### src/hw/gpio_bank_pkg.sv
// Constants shared by the GPIO input and output bank registers
package gpio_bank_pkg;

    localparam int BANK_COUNT  = 6;
    localparam int REG_WIDTH   = 32;
    localparam int PIN_COUNT   = BANK_COUNT * REG_WIDTH;
    localparam int ADDR_WIDTH  = 12;
    localparam int SYNC_STAGES = 2;

    // Register offsets, byte addresses
    localparam logic [ADDR_WIDTH-1:0] PIN_INPUT_BANK_0_OFFSET  = 12'h300;
    localparam logic [ADDR_WIDTH-1:0] PIN_INPUT_BANK_1_OFFSET  = 12'h304;
    localparam logic [ADDR_WIDTH-1:0] PIN_INPUT_BANK_2_OFFSET  = 12'h308;
    localparam logic [ADDR_WIDTH-1:0] PIN_INPUT_BANK_3_OFFSET  = 12'h30C;
    localparam logic [ADDR_WIDTH-1:0] PIN_INPUT_BANK_4_OFFSET  = 12'h310;
    localparam logic [ADDR_WIDTH-1:0] PIN_INPUT_BANK_5_OFFSET  = 12'h314;
    localparam logic [ADDR_WIDTH-1:0] PIN_OUTPUT_BANK_0_OFFSET = 12'h380;
    localparam logic [ADDR_WIDTH-1:0] PIN_OUTPUT_BANK_1_OFFSET = 12'h384;
    localparam logic [ADDR_WIDTH-1:0] PIN_OUTPUT_BANK_2_OFFSET = 12'h388;
    localparam logic [ADDR_WIDTH-1:0] PIN_OUTPUT_BANK_3_OFFSET = 12'h38C;
    localparam logic [ADDR_WIDTH-1:0] PIN_OUTPUT_BANK_4_OFFSET = 12'h390;
    localparam logic [ADDR_WIDTH-1:0] PIN_OUTPUT_BANK_5_OFFSET = 12'h394;

    // Field positions inside one bank register
    localparam int FIELD_0_LSB   = 0;
    localparam int FIELD_1_LSB   = 8;
    localparam int FIELD_2_LSB   = 16;
    localparam int FIELD_3_LSB   = 24;
    localparam int FIELD_3_MSB   = 30;
    localparam int RESERVED_BIT  = 31;
    localparam int FIELD_WIDTH   = 8;
    localparam int FIELDS_PER_REG = 4;

    // Reset values
    localparam logic [FIELD_WIDTH-1:0] FIELD_RESET = 8'h00;
    localparam logic [REG_WIDTH-1:0]   REG_RESET   = 32'h0000_0000;

    // Bits that hold pins; bit 31 never does
    localparam logic [REG_WIDTH-1:0] BANK_FIELD_MASK = 32'h7FFF_FFFF;

    // Bonded pins per package variant; one bit per pin, bank-major
    localparam logic [PIN_COUNT-1:0] BONDED_PINS = {BANK_COUNT{BANK_FIELD_MASK}};

    // Pin function select: the GPIO function code
    localparam int                     FUNC_SEL_WIDTH = 2;
    localparam logic [FUNC_SEL_WIDTH-1:0] FUNC_GPIO   = 2'h0;

    // First writable input bank index; unused, writes to every input bank change nothing
    localparam int INPUT_WRITABLE_FIRST = 4;

endpackage : gpio_bank_pkg

### src/hw/gpio_pin_sync.sv
// Two-stage synchroniser for a vector of pin levels
`timescale 1ns/1ps
`default_nettype none

module gpio_pin_sync #(
    parameter int WIDTH = 1
) (
    input  wire logic             sys_clk,
    input  wire logic             rst_n,
    input  wire logic [WIDTH-1:0] async_in,
    output logic      [WIDTH-1:0] sync_out
);

    logic [WIDTH-1:0] meta_r;
    logic [WIDTH-1:0] stable_r;

    // First stage feeds only the second stage
    always_ff @(posedge sys_clk or negedge rst_n) begin
        if (!rst_n) begin
            meta_r   <= '0;
            stable_r <= '0;
        end else begin
            meta_r   <= async_in;
            stable_r <= meta_r;
        end
    end

    assign sync_out = stable_r;

endmodule : gpio_pin_sync

`default_nettype wire

### src/hw/gpio_parallel_in_out_banks.sv
// GPIO input and output bank registers with pin drive control
//
// The implementer's own choice: strobed register access.
`timescale 1ns/1ps
`default_nettype none

module gpio_parallel_in_out_banks (
    input  wire logic                         sys_clk,
    input  wire logic                         rst_n,
    input  wire logic [11:0]                  reg_addr,
    input  wire logic [31:0]                  reg_wr_data,
    input  wire logic                         reg_wr_en,
    input  wire logic                         reg_rd_en,
    output logic      [31:0]                  reg_rd_data,
    input  wire logic [191:0]                 pin_level_in,
    input  wire logic [191:0]                 output_select_en,
    input  wire logic [383:0]                 pin_function_select,
    output logic      [191:0]                 pin_level_out,
    output logic      [191:0]                 pin_drive_en
);

    localparam int NB  = gpio_bank_pkg::BANK_COUNT;
    localparam int RW  = gpio_bank_pkg::REG_WIDTH;
    localparam int NP  = gpio_bank_pkg::PIN_COUNT;
    localparam int AW  = gpio_bank_pkg::ADDR_WIDTH;
    localparam int FSW = gpio_bank_pkg::FUNC_SEL_WIDTH;
    localparam int FW  = gpio_bank_pkg::FIELD_WIDTH;
    localparam int NF  = gpio_bank_pkg::FIELDS_PER_REG;

    // Offset lookup for the input banks
    function automatic logic [AW-1:0] input_offset(input int bank);
        logic [AW-1:0] off;
        off = gpio_bank_pkg::PIN_INPUT_BANK_0_OFFSET;
        case (bank)
            0: begin
                off = gpio_bank_pkg::PIN_INPUT_BANK_0_OFFSET;
            end
            1: begin
                off = gpio_bank_pkg::PIN_INPUT_BANK_1_OFFSET;
            end
            2: begin
                off = gpio_bank_pkg::PIN_INPUT_BANK_2_OFFSET;
            end
            3: begin
                off = gpio_bank_pkg::PIN_INPUT_BANK_3_OFFSET;
            end
            4: begin
                off = gpio_bank_pkg::PIN_INPUT_BANK_4_OFFSET;
            end
            default: begin
                off = gpio_bank_pkg::PIN_INPUT_BANK_5_OFFSET;
            end
        endcase
        return off;
    endfunction : input_offset

    // Offset lookup for the output banks
    function automatic logic [AW-1:0] output_offset(input int bank);
        logic [AW-1:0] off;
        off = gpio_bank_pkg::PIN_OUTPUT_BANK_0_OFFSET;
        case (bank)
            0: begin
                off = gpio_bank_pkg::PIN_OUTPUT_BANK_0_OFFSET;
            end
            1: begin
                off = gpio_bank_pkg::PIN_OUTPUT_BANK_1_OFFSET;
            end
            2: begin
                off = gpio_bank_pkg::PIN_OUTPUT_BANK_2_OFFSET;
            end
            3: begin
                off = gpio_bank_pkg::PIN_OUTPUT_BANK_3_OFFSET;
            end
            4: begin
                off = gpio_bank_pkg::PIN_OUTPUT_BANK_4_OFFSET;
            end
            default: begin
                off = gpio_bank_pkg::PIN_OUTPUT_BANK_5_OFFSET;
            end
        endcase
        return off;
    endfunction : output_offset

    // Synchronised pin levels
    logic [NP-1:0]      pin_sync;

    // Per-bank decode results
    logic [NB-1:0]      in_hit;
    logic [NB-1:0]      out_hit;
    logic [NB-1:0]      out_wr;

    // Per-bank register views
    logic [RW-1:0]      in_view   [NB];
    logic [RW-1:0]      out_r     [NB];
    logic [RW-1:0]      out_nxt   [NB];
    logic [RW-1:0]      rd_term   [NB];

    // Per-pin drive decode
    logic [NP-1:0]      gpio_func;
    logic [NP-1:0]      drive_en_nxt;
    logic [NP-1:0]      drive_en_r;

    // Read path
    logic               any_hit;
    logic [RW-1:0]      rd_mux;
    logic [RW-1:0]      rd_data_nxt;
    logic [RW-1:0]      rd_data_r;

    // Pin levels cross into the register clock before any use
    gpio_pin_sync #(
        .WIDTH    (NP)
    ) u_pin_sync (
        .sys_clk  (sys_clk),
        .rst_n    (rst_n),
        .async_in (pin_level_in),
        .sync_out (pin_sync)
    );

    genvar b;
    genvar p;

    generate
        for (b = 0; b < NB; b++) begin : g_bank

            // Exact word match; misaligned or other addresses miss
            assign in_hit[b]  = (reg_addr == input_offset(b));
            assign out_hit[b] = (reg_addr == output_offset(b));

            // Output bank write strobe
            assign out_wr[b] = reg_wr_en & out_hit[b];

            // Input view: current level, unbonded and reserved bits zero
            // No store behind it, so writes to any input bank change nothing
            assign in_view[b] = pin_sync[b*RW +: RW]
                              & gpio_bank_pkg::BONDED_PINS[b*RW +: RW]
                              & gpio_bank_pkg::BANK_FIELD_MASK;

            // Only live, bonded bits store a write
            assign out_nxt[b] = out_wr[b]
                              ? (reg_wr_data
                                 & gpio_bank_pkg::BONDED_PINS[b*RW +: RW]
                                 & gpio_bank_pkg::BANK_FIELD_MASK)
                              : out_r[b];

            always_ff @(posedge sys_clk or negedge rst_n) begin
                if (!rst_n) begin
                    out_r[b] <= gpio_bank_pkg::REG_RESET;
                end else begin
                    out_r[b] <= out_nxt[b];
                end
            end

            // Output bank reads return the stored value whatever the pin does; input bank reads return the synchronised level
            assign rd_term[b] = (in_hit[b]  ? in_view[b] : '0)
                              | (out_hit[b] ? out_r[b]   : '0);

            // Each bank pin drives its pad level from the stored bit
            assign pin_level_out[b*RW +: RW] = out_r[b];

            for (p = 0; p < RW; p++) begin : g_pin
                // Pin uses the GPIO function when its select code matches
                assign gpio_func[b*RW+p] =
                    (pin_function_select[(b*RW+p)*FSW +: FSW]
                     == gpio_bank_pkg::FUNC_GPIO);

                // Drive only enabled, GPIO-function, bonded, live pins
                assign drive_en_nxt[b*RW+p] = output_select_en[b*RW+p]
                                            & gpio_func[b*RW+p]
                                            & gpio_bank_pkg::BONDED_PINS[b*RW+p]
                                            & gpio_bank_pkg::BANK_FIELD_MASK[p];
            end : g_pin

        end : g_bank
    endgenerate

    // Field layout check values for the read mux, per byte lane
    logic [FW-1:0] rd_field [NF];

    always_comb begin
        rd_mux = '0;
        for (int i = 0; i < NB; i++) begin
            rd_mux = rd_mux | rd_term[i];
        end
    end

    // Split into the four octal-group fields; bit 31 stays zero
    assign rd_field[0] = rd_mux[gpio_bank_pkg::FIELD_0_LSB +: FW];
    assign rd_field[1] = rd_mux[gpio_bank_pkg::FIELD_1_LSB +: FW];
    assign rd_field[2] = rd_mux[gpio_bank_pkg::FIELD_2_LSB +: FW];
    assign rd_field[3] = {1'b0,
        rd_mux[gpio_bank_pkg::FIELD_3_MSB:gpio_bank_pkg::FIELD_3_LSB]};

    assign any_hit = |in_hit | |out_hit;

    // Unmapped addresses read zero; data stands one cycle only
    assign rd_data_nxt = (reg_rd_en && any_hit)
                       ? {rd_field[3], rd_field[2], rd_field[1], rd_field[0]}
                       : gpio_bank_pkg::REG_RESET;

    always_ff @(posedge sys_clk or negedge rst_n) begin
        if (!rst_n) begin
            rd_data_r <= gpio_bank_pkg::REG_RESET;
        end else begin
            rd_data_r <= rd_data_nxt;
        end
    end

    // Pad enables registered so the ports come from flops
    always_ff @(posedge sys_clk or negedge rst_n) begin
        if (!rst_n) begin
            drive_en_r <= '0;
        end else begin
            drive_en_r <= drive_en_nxt;
        end
    end

    assign reg_rd_data  = rd_data_r;
    assign pin_drive_en = drive_en_r;

endmodule : gpio_parallel_in_out_banks

`default_nettype wire

### config.mk
export PLATFORM = sky130hd
export DESIGN_NAME = gpio_parallel_in_out_banks
export DESIGN_NICKNAME = d
export VERILOG_FILES = /design/src/hw/gpio_bank_pkg.sv /design/src/hw/gpio_pin_sync.sv /design/src/hw/gpio_parallel_in_out_banks.sv
export SDC_FILE = /design/constraint.sdc
export NUM_CORES = 1
export LEC_CHECK = 0
export BUFFER_PORTS_ARGS = -buffer_cell sky130_fd_sc_hd__buf_2
export CORE_AREA = 4 4 474 476
export CTS_BUF_LIST = sky130_fd_sc_hd__clkbuf_8
export CTS_CLUSTER_SIZE = 30
export DETAILED_ROUTE_END_ITERATION = 12
export DIE_AREA = 0 0 478 480
export GPL_TIMING_DRIVEN = 0
export PLACE_DENSITY_LB_ADDON = 0.1
export SYNTH_ARGS = -nofsm -noshare
export SYNTH_HDL_FRONTEND = slang
export SYNTH_SLANG_ARGS = --single-unit
### constraint.sdc
create_clock -name sys_clk -period 2.6 [get_ports sys_clk]
set_input_delay 0.52 -clock sys_clk [delete_from_list [all_inputs] [get_ports sys_clk]]
set_output_delay 0.52 -clock sys_clk [all_outputs]
set_load 0.02 [all_outputs]
Word level (Yosys, flattened, before mapping)
Cells that the tools add are included.
{ "classes": {"n_eq_ne": 12, "n_mux": 13, "n_reduce_logical": 189, "bitwise": 204} }
{ "ops": {"columns": ["operator", "n"], "rows": [
  ["$mux W31", 13],
  ["$logic_not A2 Y1", 186],
  ["$or A31 B31 Y31", 11],
  ["$and A1 B1 Y1", 192],
  ["$eq A12 B10 Y1 const B", 12],
  ["$reduce_or A6 Y1", 2],
  ["$logic_and A1 B1 Y1", 1],
  ["$or A1 B1 Y1", 1]
]} }
{ "word_totals": {"output_inout_bits": 416, "word_cells": 428, "reg_bits": 786} }

Depth between registers and ports, before layout
{ "logic_depth": {"ltp_word": 9, "ltp_mapped": 8, "depth_no_buf": 5} }

Cells and area by module
Synthesis repeated with hierarchy kept, for this count alone.
{ "hier_totals": {"hier_cells": 1646, "area_unflattened_um2": 26760.7} }
{ "by_module_without_submodules": {"columns": ["module", "n_inst", "area_per_inst_um2", "cells_per_inst"], "rows": [
  ["gpio_parallel_in_out_banks", 1, 17151.4, 1262],
  ["gpio_pin_sync", 1, 9609.2, 384]
]} }

Worst setup path before layout
OpenSTA, ideal clock, no wires.
{ "synth_path": {"path_type": "input to register", "start": "in reg_addr[5]", "end": "reg out_r (netlist bit pin_level_out[64])", "slack_ps": 224, "setup_time_ps": 125, "required_ps": 2475, "t_arrival_ps": 2251, "n_path_buf": 2, "path_stages": 7, "path_cell_list": "or4b_1 buf_2 nor3_4 nand2_2 nor3_2 buf_4 mux2_2"} }
{ "synth_via": {"elab_chain_len": 2} }
{ "synth_rtl": {"columns": ["element", "line", "rtl"], "rows": [
  ["from (decl)", "gpio_parallel_in_out_banks.sv:10", "input wire logic [11:0] reg_addr,"],
  ["$eq A12 B10 Y1", "gpio_parallel_in_out_banks.sv:127", "assign out_hit[b] = (reg_addr == output_offset(b));"],
  ["$and A1 B1 Y1", "gpio_parallel_in_out_banks.sv:130", "assign out_wr[b] = reg_wr_en & out_hit[b];"],
  ["to (signal, indexed assignment)", "gpio_parallel_in_out_banks.sv:147", "out_r[b] <= gpio_bank_pkg::REG_RESET;"],
  ["to (signal, indexed assignment)", "gpio_parallel_in_out_banks.sv:149", "out_r[b] <= out_nxt[b];"],
  ["to (decl)", "gpio_parallel_in_out_banks.sv:94", "logic [RW-1:0] out_r [NB];"]
]} }
Every way passes these cells.
A chain may end at the register's enable or synchronous reset.

Worst setup path in the final report
{ "layout_path": {"start": "in reg_addr[3]", "end": "reg rd_data_r[15] (netlist: reg_rd_data[15])"} }
{ "layout_via": {"elab_chain_len": 9, "word_cells_on_any_way": 40} }
{ "layout_rtl": {"columns": ["element", "line", "rtl"], "rows": [
  ["$eq A12 B10 Y1, on equally long branches", "gpio_parallel_in_out_banks.sv:126, gpio_parallel_in_out_banks.sv:127", null],
  ["$mux W31, on equally long branches", "gpio_parallel_in_out_banks.sv:154, gpio_parallel_in_out_banks.sv:155", null],
  ["$or A31 B31 Y31", "gpio_parallel_in_out_banks.sv:155", "| (out_hit[b] ? out_r[b] : '0);"],
  ["$or A31 B31 Y31 (5 in a row)", "gpio_parallel_in_out_banks.sv:182", "rd_mux = rd_mux | rd_term[i];"],
  ["$mux W31 (*)", "gpio_parallel_in_out_banks.sv:197", "? {rd_field[3], rd_field[2], rd_field[1], rd_field[0]}"],
  ["via rd_data_nxt[15]", "gpio_parallel_in_out_banks.sv:106", "logic [RW-1:0] rd_data_nxt;"],
  ["to (signal assigned)", "gpio_parallel_in_out_banks.sv:202", "rd_data_r <= gpio_bank_pkg::REG_RESET;"],
  ["to (signal assigned)", "gpio_parallel_in_out_banks.sv:204", "rd_data_r <= rd_data_nxt;"],
  ["to (decl)", "gpio_parallel_in_out_banks.sv:107", "logic [RW-1:0] rd_data_r;"]
]} }
The timed path passes the listed nets; every way through them passes the cells marked *.

==> impl_metrics.env <==
export IMPL_clockRootBuffer="clkbuf_8"
export IMPL_grt_total_usage_pct=18.3
export IMPL_synth_edf_count=0
export IMPL_vias_per_cell=3.53
export IMPL_final_cell_mix="1206 x buf_2, 775 x dfrtp_1, 596 x dlygate4sd3_1, 215 x mux2_2, 207 x clkbuf_8"
export IMPL_drtAntennaViolNets=0
export IMPL_path_cells="buf_2 -> clkbuf_2 -> nor2_1 -> clkbuf_2 -> nand3_1 -> o32a_1 -> a31oi_1"
export IMPL_first_global_vias=26800
export IMPL_die_area_mm2=0.229
export IMPL_clockBufferDepth=3
export IMPL_slew_viol_final=0
export IMPL_peakVddDrop_uv=451
export IMPL_drt_first_pass_iters=5
export IMPL_synthSimpleGateAreaFrac_pct=8.13
export IMPL_run_status="complete, but fails checks"
export IMPL_leakage_nw=23.0
export IMPL_worst_pin_slew_ns=1.42
export IMPL_synth_top_family_by_area="multiplexers"
export IMPL_setup_slack_ns=-0.0280
export IMPL_max_cap_viol_count=0
export IMPL_gp_congestion=0.841
export IMPL_ff2ff_path_depth=5
export IMPL_cts_sinks=775
export IMPL_ys_warn_count=0
export IMPL_synth_seq_area_share_pct=73.2
export IMPL_worst_path_max_fanout=10
export IMPL_slowest_delay_ns=0.84
export IMPL_cts_buffers=166
export IMPL_synthAdderAreaFrac_pct=0
export IMPL_syn_inst=1666
export IMPL_power_density_mw_per_mm2=641
export IMPL_reg2reg_slack_ns=0.42
export IMPL_fin_area_mm2=0.0467
export IMPL_numPortBuffers=1192
export IMPL_cp_end_kind="flip-flop"
export IMPL_core_region_area_mm2=0.221
export IMPL_cts_tree="done"
export IMPL_die_x_um=478
export IMPL_clk_pin_slew_ns=0.06
export IMPL_hp_class="in2async"
export IMPL_synth_cell_area_mm2=0.0265
export IMPL_setup_viol=1
export IMPL_dp_final_hpwl_um=170000
export IMPL_fillers=24300
export IMPL_fin_tns_setup_ns=-0.0280
export IMPL_r2r_start="u_pin_sync.sync_out[109]"
export IMPL_synth_compound_area_share_pct=5.47
export IMPL_vias=24100
export IMPL_drc=0
export IMPL_overflow=0
export IMPL_grt_first_pass_wirelength_um=275000
export IMPL_crit_slowest_cell="nand3_1"
export IMPL_htreeDepth=4
export IMPL_synth_main_ff_cell="dfrtp_1"
export IMPL_drive_above_1_share_pct=47.0
export IMPL_final_nets=4491
export IMPL_hold_ws_ns=0.0572
export IMPL_place_area_mm2=0.0367
export IMPL_required_ns=3.38
export IMPL_initial_core_util_pct=12.0
export IMPL_clock_latency_ns=0.90
export IMPL_worstSetupPathType="in2reg"
export IMPL_rsz0062_at_grt="no"
export IMPL_violations="setup timing"
export IMPL_synthXorXnorAreaFrac_pct=0
export IMPL_routedWlPerCell_um=31.6
export IMPL_start_kind="input pin"
export IMPL_drt_iter0_drc=1118
export IMPL_area_growth_pct=76.4
export IMPL_maxSlewHeadroom_pct=5.35
export IMPL_reg2reg_to="reg_rd_data[13]"
export IMPL_cpMostUsedCell="clkbuf_2"
export IMPL_ys_seq_elements=775
export IMPL_num_rows=173
export IMPL_synthMuxAreaShare_pct=11.5
export IMPL_synthDistinctLibCells=57
export IMPL_antenna_found_initial=179
export IMPL_die_h_um=480
export IMPL_finalHoldViolCount=0
export IMPL_routed_wirelength_um=216000
export IMPL_syn_area_per_cell_um2=15.9
export IMPL_post_route_min_period_ns=2.63
export IMPL_cp_arrival_ns=3.41
export IMPL_period_share_pct=101
export IMPL_clock_fmax_mhz=381
export IMPL_grt_max_degree=108
export IMPL_final_common_cell="buf_2"
export IMPL_synthArstFlopShare_pct=100
export IMPL_fin_skew_ns=0.0520
export IMPL_num_io_pins=1232
==> metal layers <==
layer	up-vias	global-route usage, %	routed length, um
met5	-	0	509
met4	80	5.44	6000
met3	435	7.61	19800
met2	1144	32.9	112000
met1	12300	19.4	77700
li1	10100	-	-
==> critical path: cells and delay by family <==
family	cells	cell delay, ns
AO/OA/AOI/OAI	2	0.77
buffers and inverters	3	1.07
AND/OR/NAND/NOR	2	1.03
==> worst max path at each step <==
stage	startpoint	cells past startpoint	end	slack, ns
finish	reg_addr[3]	7	reg_rd_data[15]	-0.03
global route	reg_addr[11]	8	pin_level_out[142]	0.03
CTS	reg_addr[4]	8	reg_rd_data[20]	0.004
detailed placement	reg_addr[2]	8	reg_rd_data[23]	-2.43
global placement	rst_n	1	pin_drive_en[110]	-18.98
floorplan	reg_addr[5]	7	pin_level_out[64]	0.22
==> stage by stage <==
step | setup slack (ns) | power [mW] | cells | util (%)
after floorplan | 0.224 | 13.3 | 1678 | -
after global placement | -18.98 | 15.1 | 5845 | 16.4
after detailed placement | -2.43 | 15.1 | 5865 | 16.6
after CTS | 0.00425 | 30.7 | 6768 | 21.0
after global routing | 0.0317 | 31.4 | 6801 | 21.1
final | -0.0280 | 29.9 | 6821 | 21.1
==> report_power, final <==
group	internal (mW)	switching, mW	total, mW	leakage (nW)
combinational	1.35	1.64	2.99	11.1
clock	7.88	6.43	14.3	2.00
sequential	12.5	0.138	12.6	9.87
==> cells by family (layout without fill, tap and decap cells) <==
kind of cell | Yosys count | in the layout
other | 1 | 59
DFF | 775 | 775
muxes | 271 | 271
buffers and inverters | 87 | 2209
AOI/OAI and AO/OA | 206 | 206
and+or+nand+nor | 326 | 326
==> layout make-up <==
class                   count  area, um^2  share of cell area (%)
repair buffers           1829       12700                    27.2
multi-input cells         816        6790                    14.5
plain buffers              85         497                    1.06
diodes                     46         115                   0.246
clock buffers             207        2850                    6.10
flip-flops and latches    775       19400                    41.5
inverters                   2        7.51                  0.0161
well taps                2975        3720                    7.97
clock inverters            86         629                    1.35
==> state kept, by name, indices dropped and copies added (netlist names) <==
name / flops
pin_drive_en: 186
pin_level_out: 186
reg_rd_data: 31
u_pin_sync.meta_r: 186
u_pin_sync.sync_out: 186
==> cells in the mapped netlist, types with 2 or more instances <==
cell	count	share of area, %
dfrtp_1	775	73
o22ai_1	6	0.14
a22oi_1	52	1.5
nor4b_2	2	0.11
clkbuf_1	38	0.54
o22a_1	2	0.066
and3_1	5	0.12
nand4_1	4	0.094
nor4bb_1	2	0.076
a211oi_1	3	0.085
a22o_1	13	0.43
a32oi_1	8	0.26
a222oi_1	7	0.26
mux4_2	5	0.43
nor2_1	22	0.31
a221oi_1	13	0.43
nor2_2	3	0.071
buf_4	22	0.62
a31oi_1	19	0.45
o32ai_1	8	0.26
o21ai_0	29	0.55
nand2_1	42	0.60
nor3_1	8	0.15
nor3b_1	187	5.3
buf_1	8	0.11
buf_2	16	0.30
or3_1	2	0.047
mux2_2	215	9.1
mux2i_1	46	1.7
mux2_1	5	0.21
nand4bb_1	2	0.085
a41oi_1	2	0.066
a21oi_1	34	0.64
inv_1	2	0.028
nor2b_1	4	0.094
nor3_2	2	0.076
o32a_1	2	0.076
o2bb2ai_1	3	0.099
or2_2	2	0.047
nand3_1	26	0.49
nor4_1	4	0.094
==> what timing repair did <==
action,4_1_cts,5_1_grt
hold endpoints to repair,771,67
gates cloned,0,1
setup buffers,12,0
pin swaps,6,0
hold buffers,598,6
resized for setup,32,4
setup endpoints to repair,172,24
No activity file was read; power rests on OpenSTA's default activity.
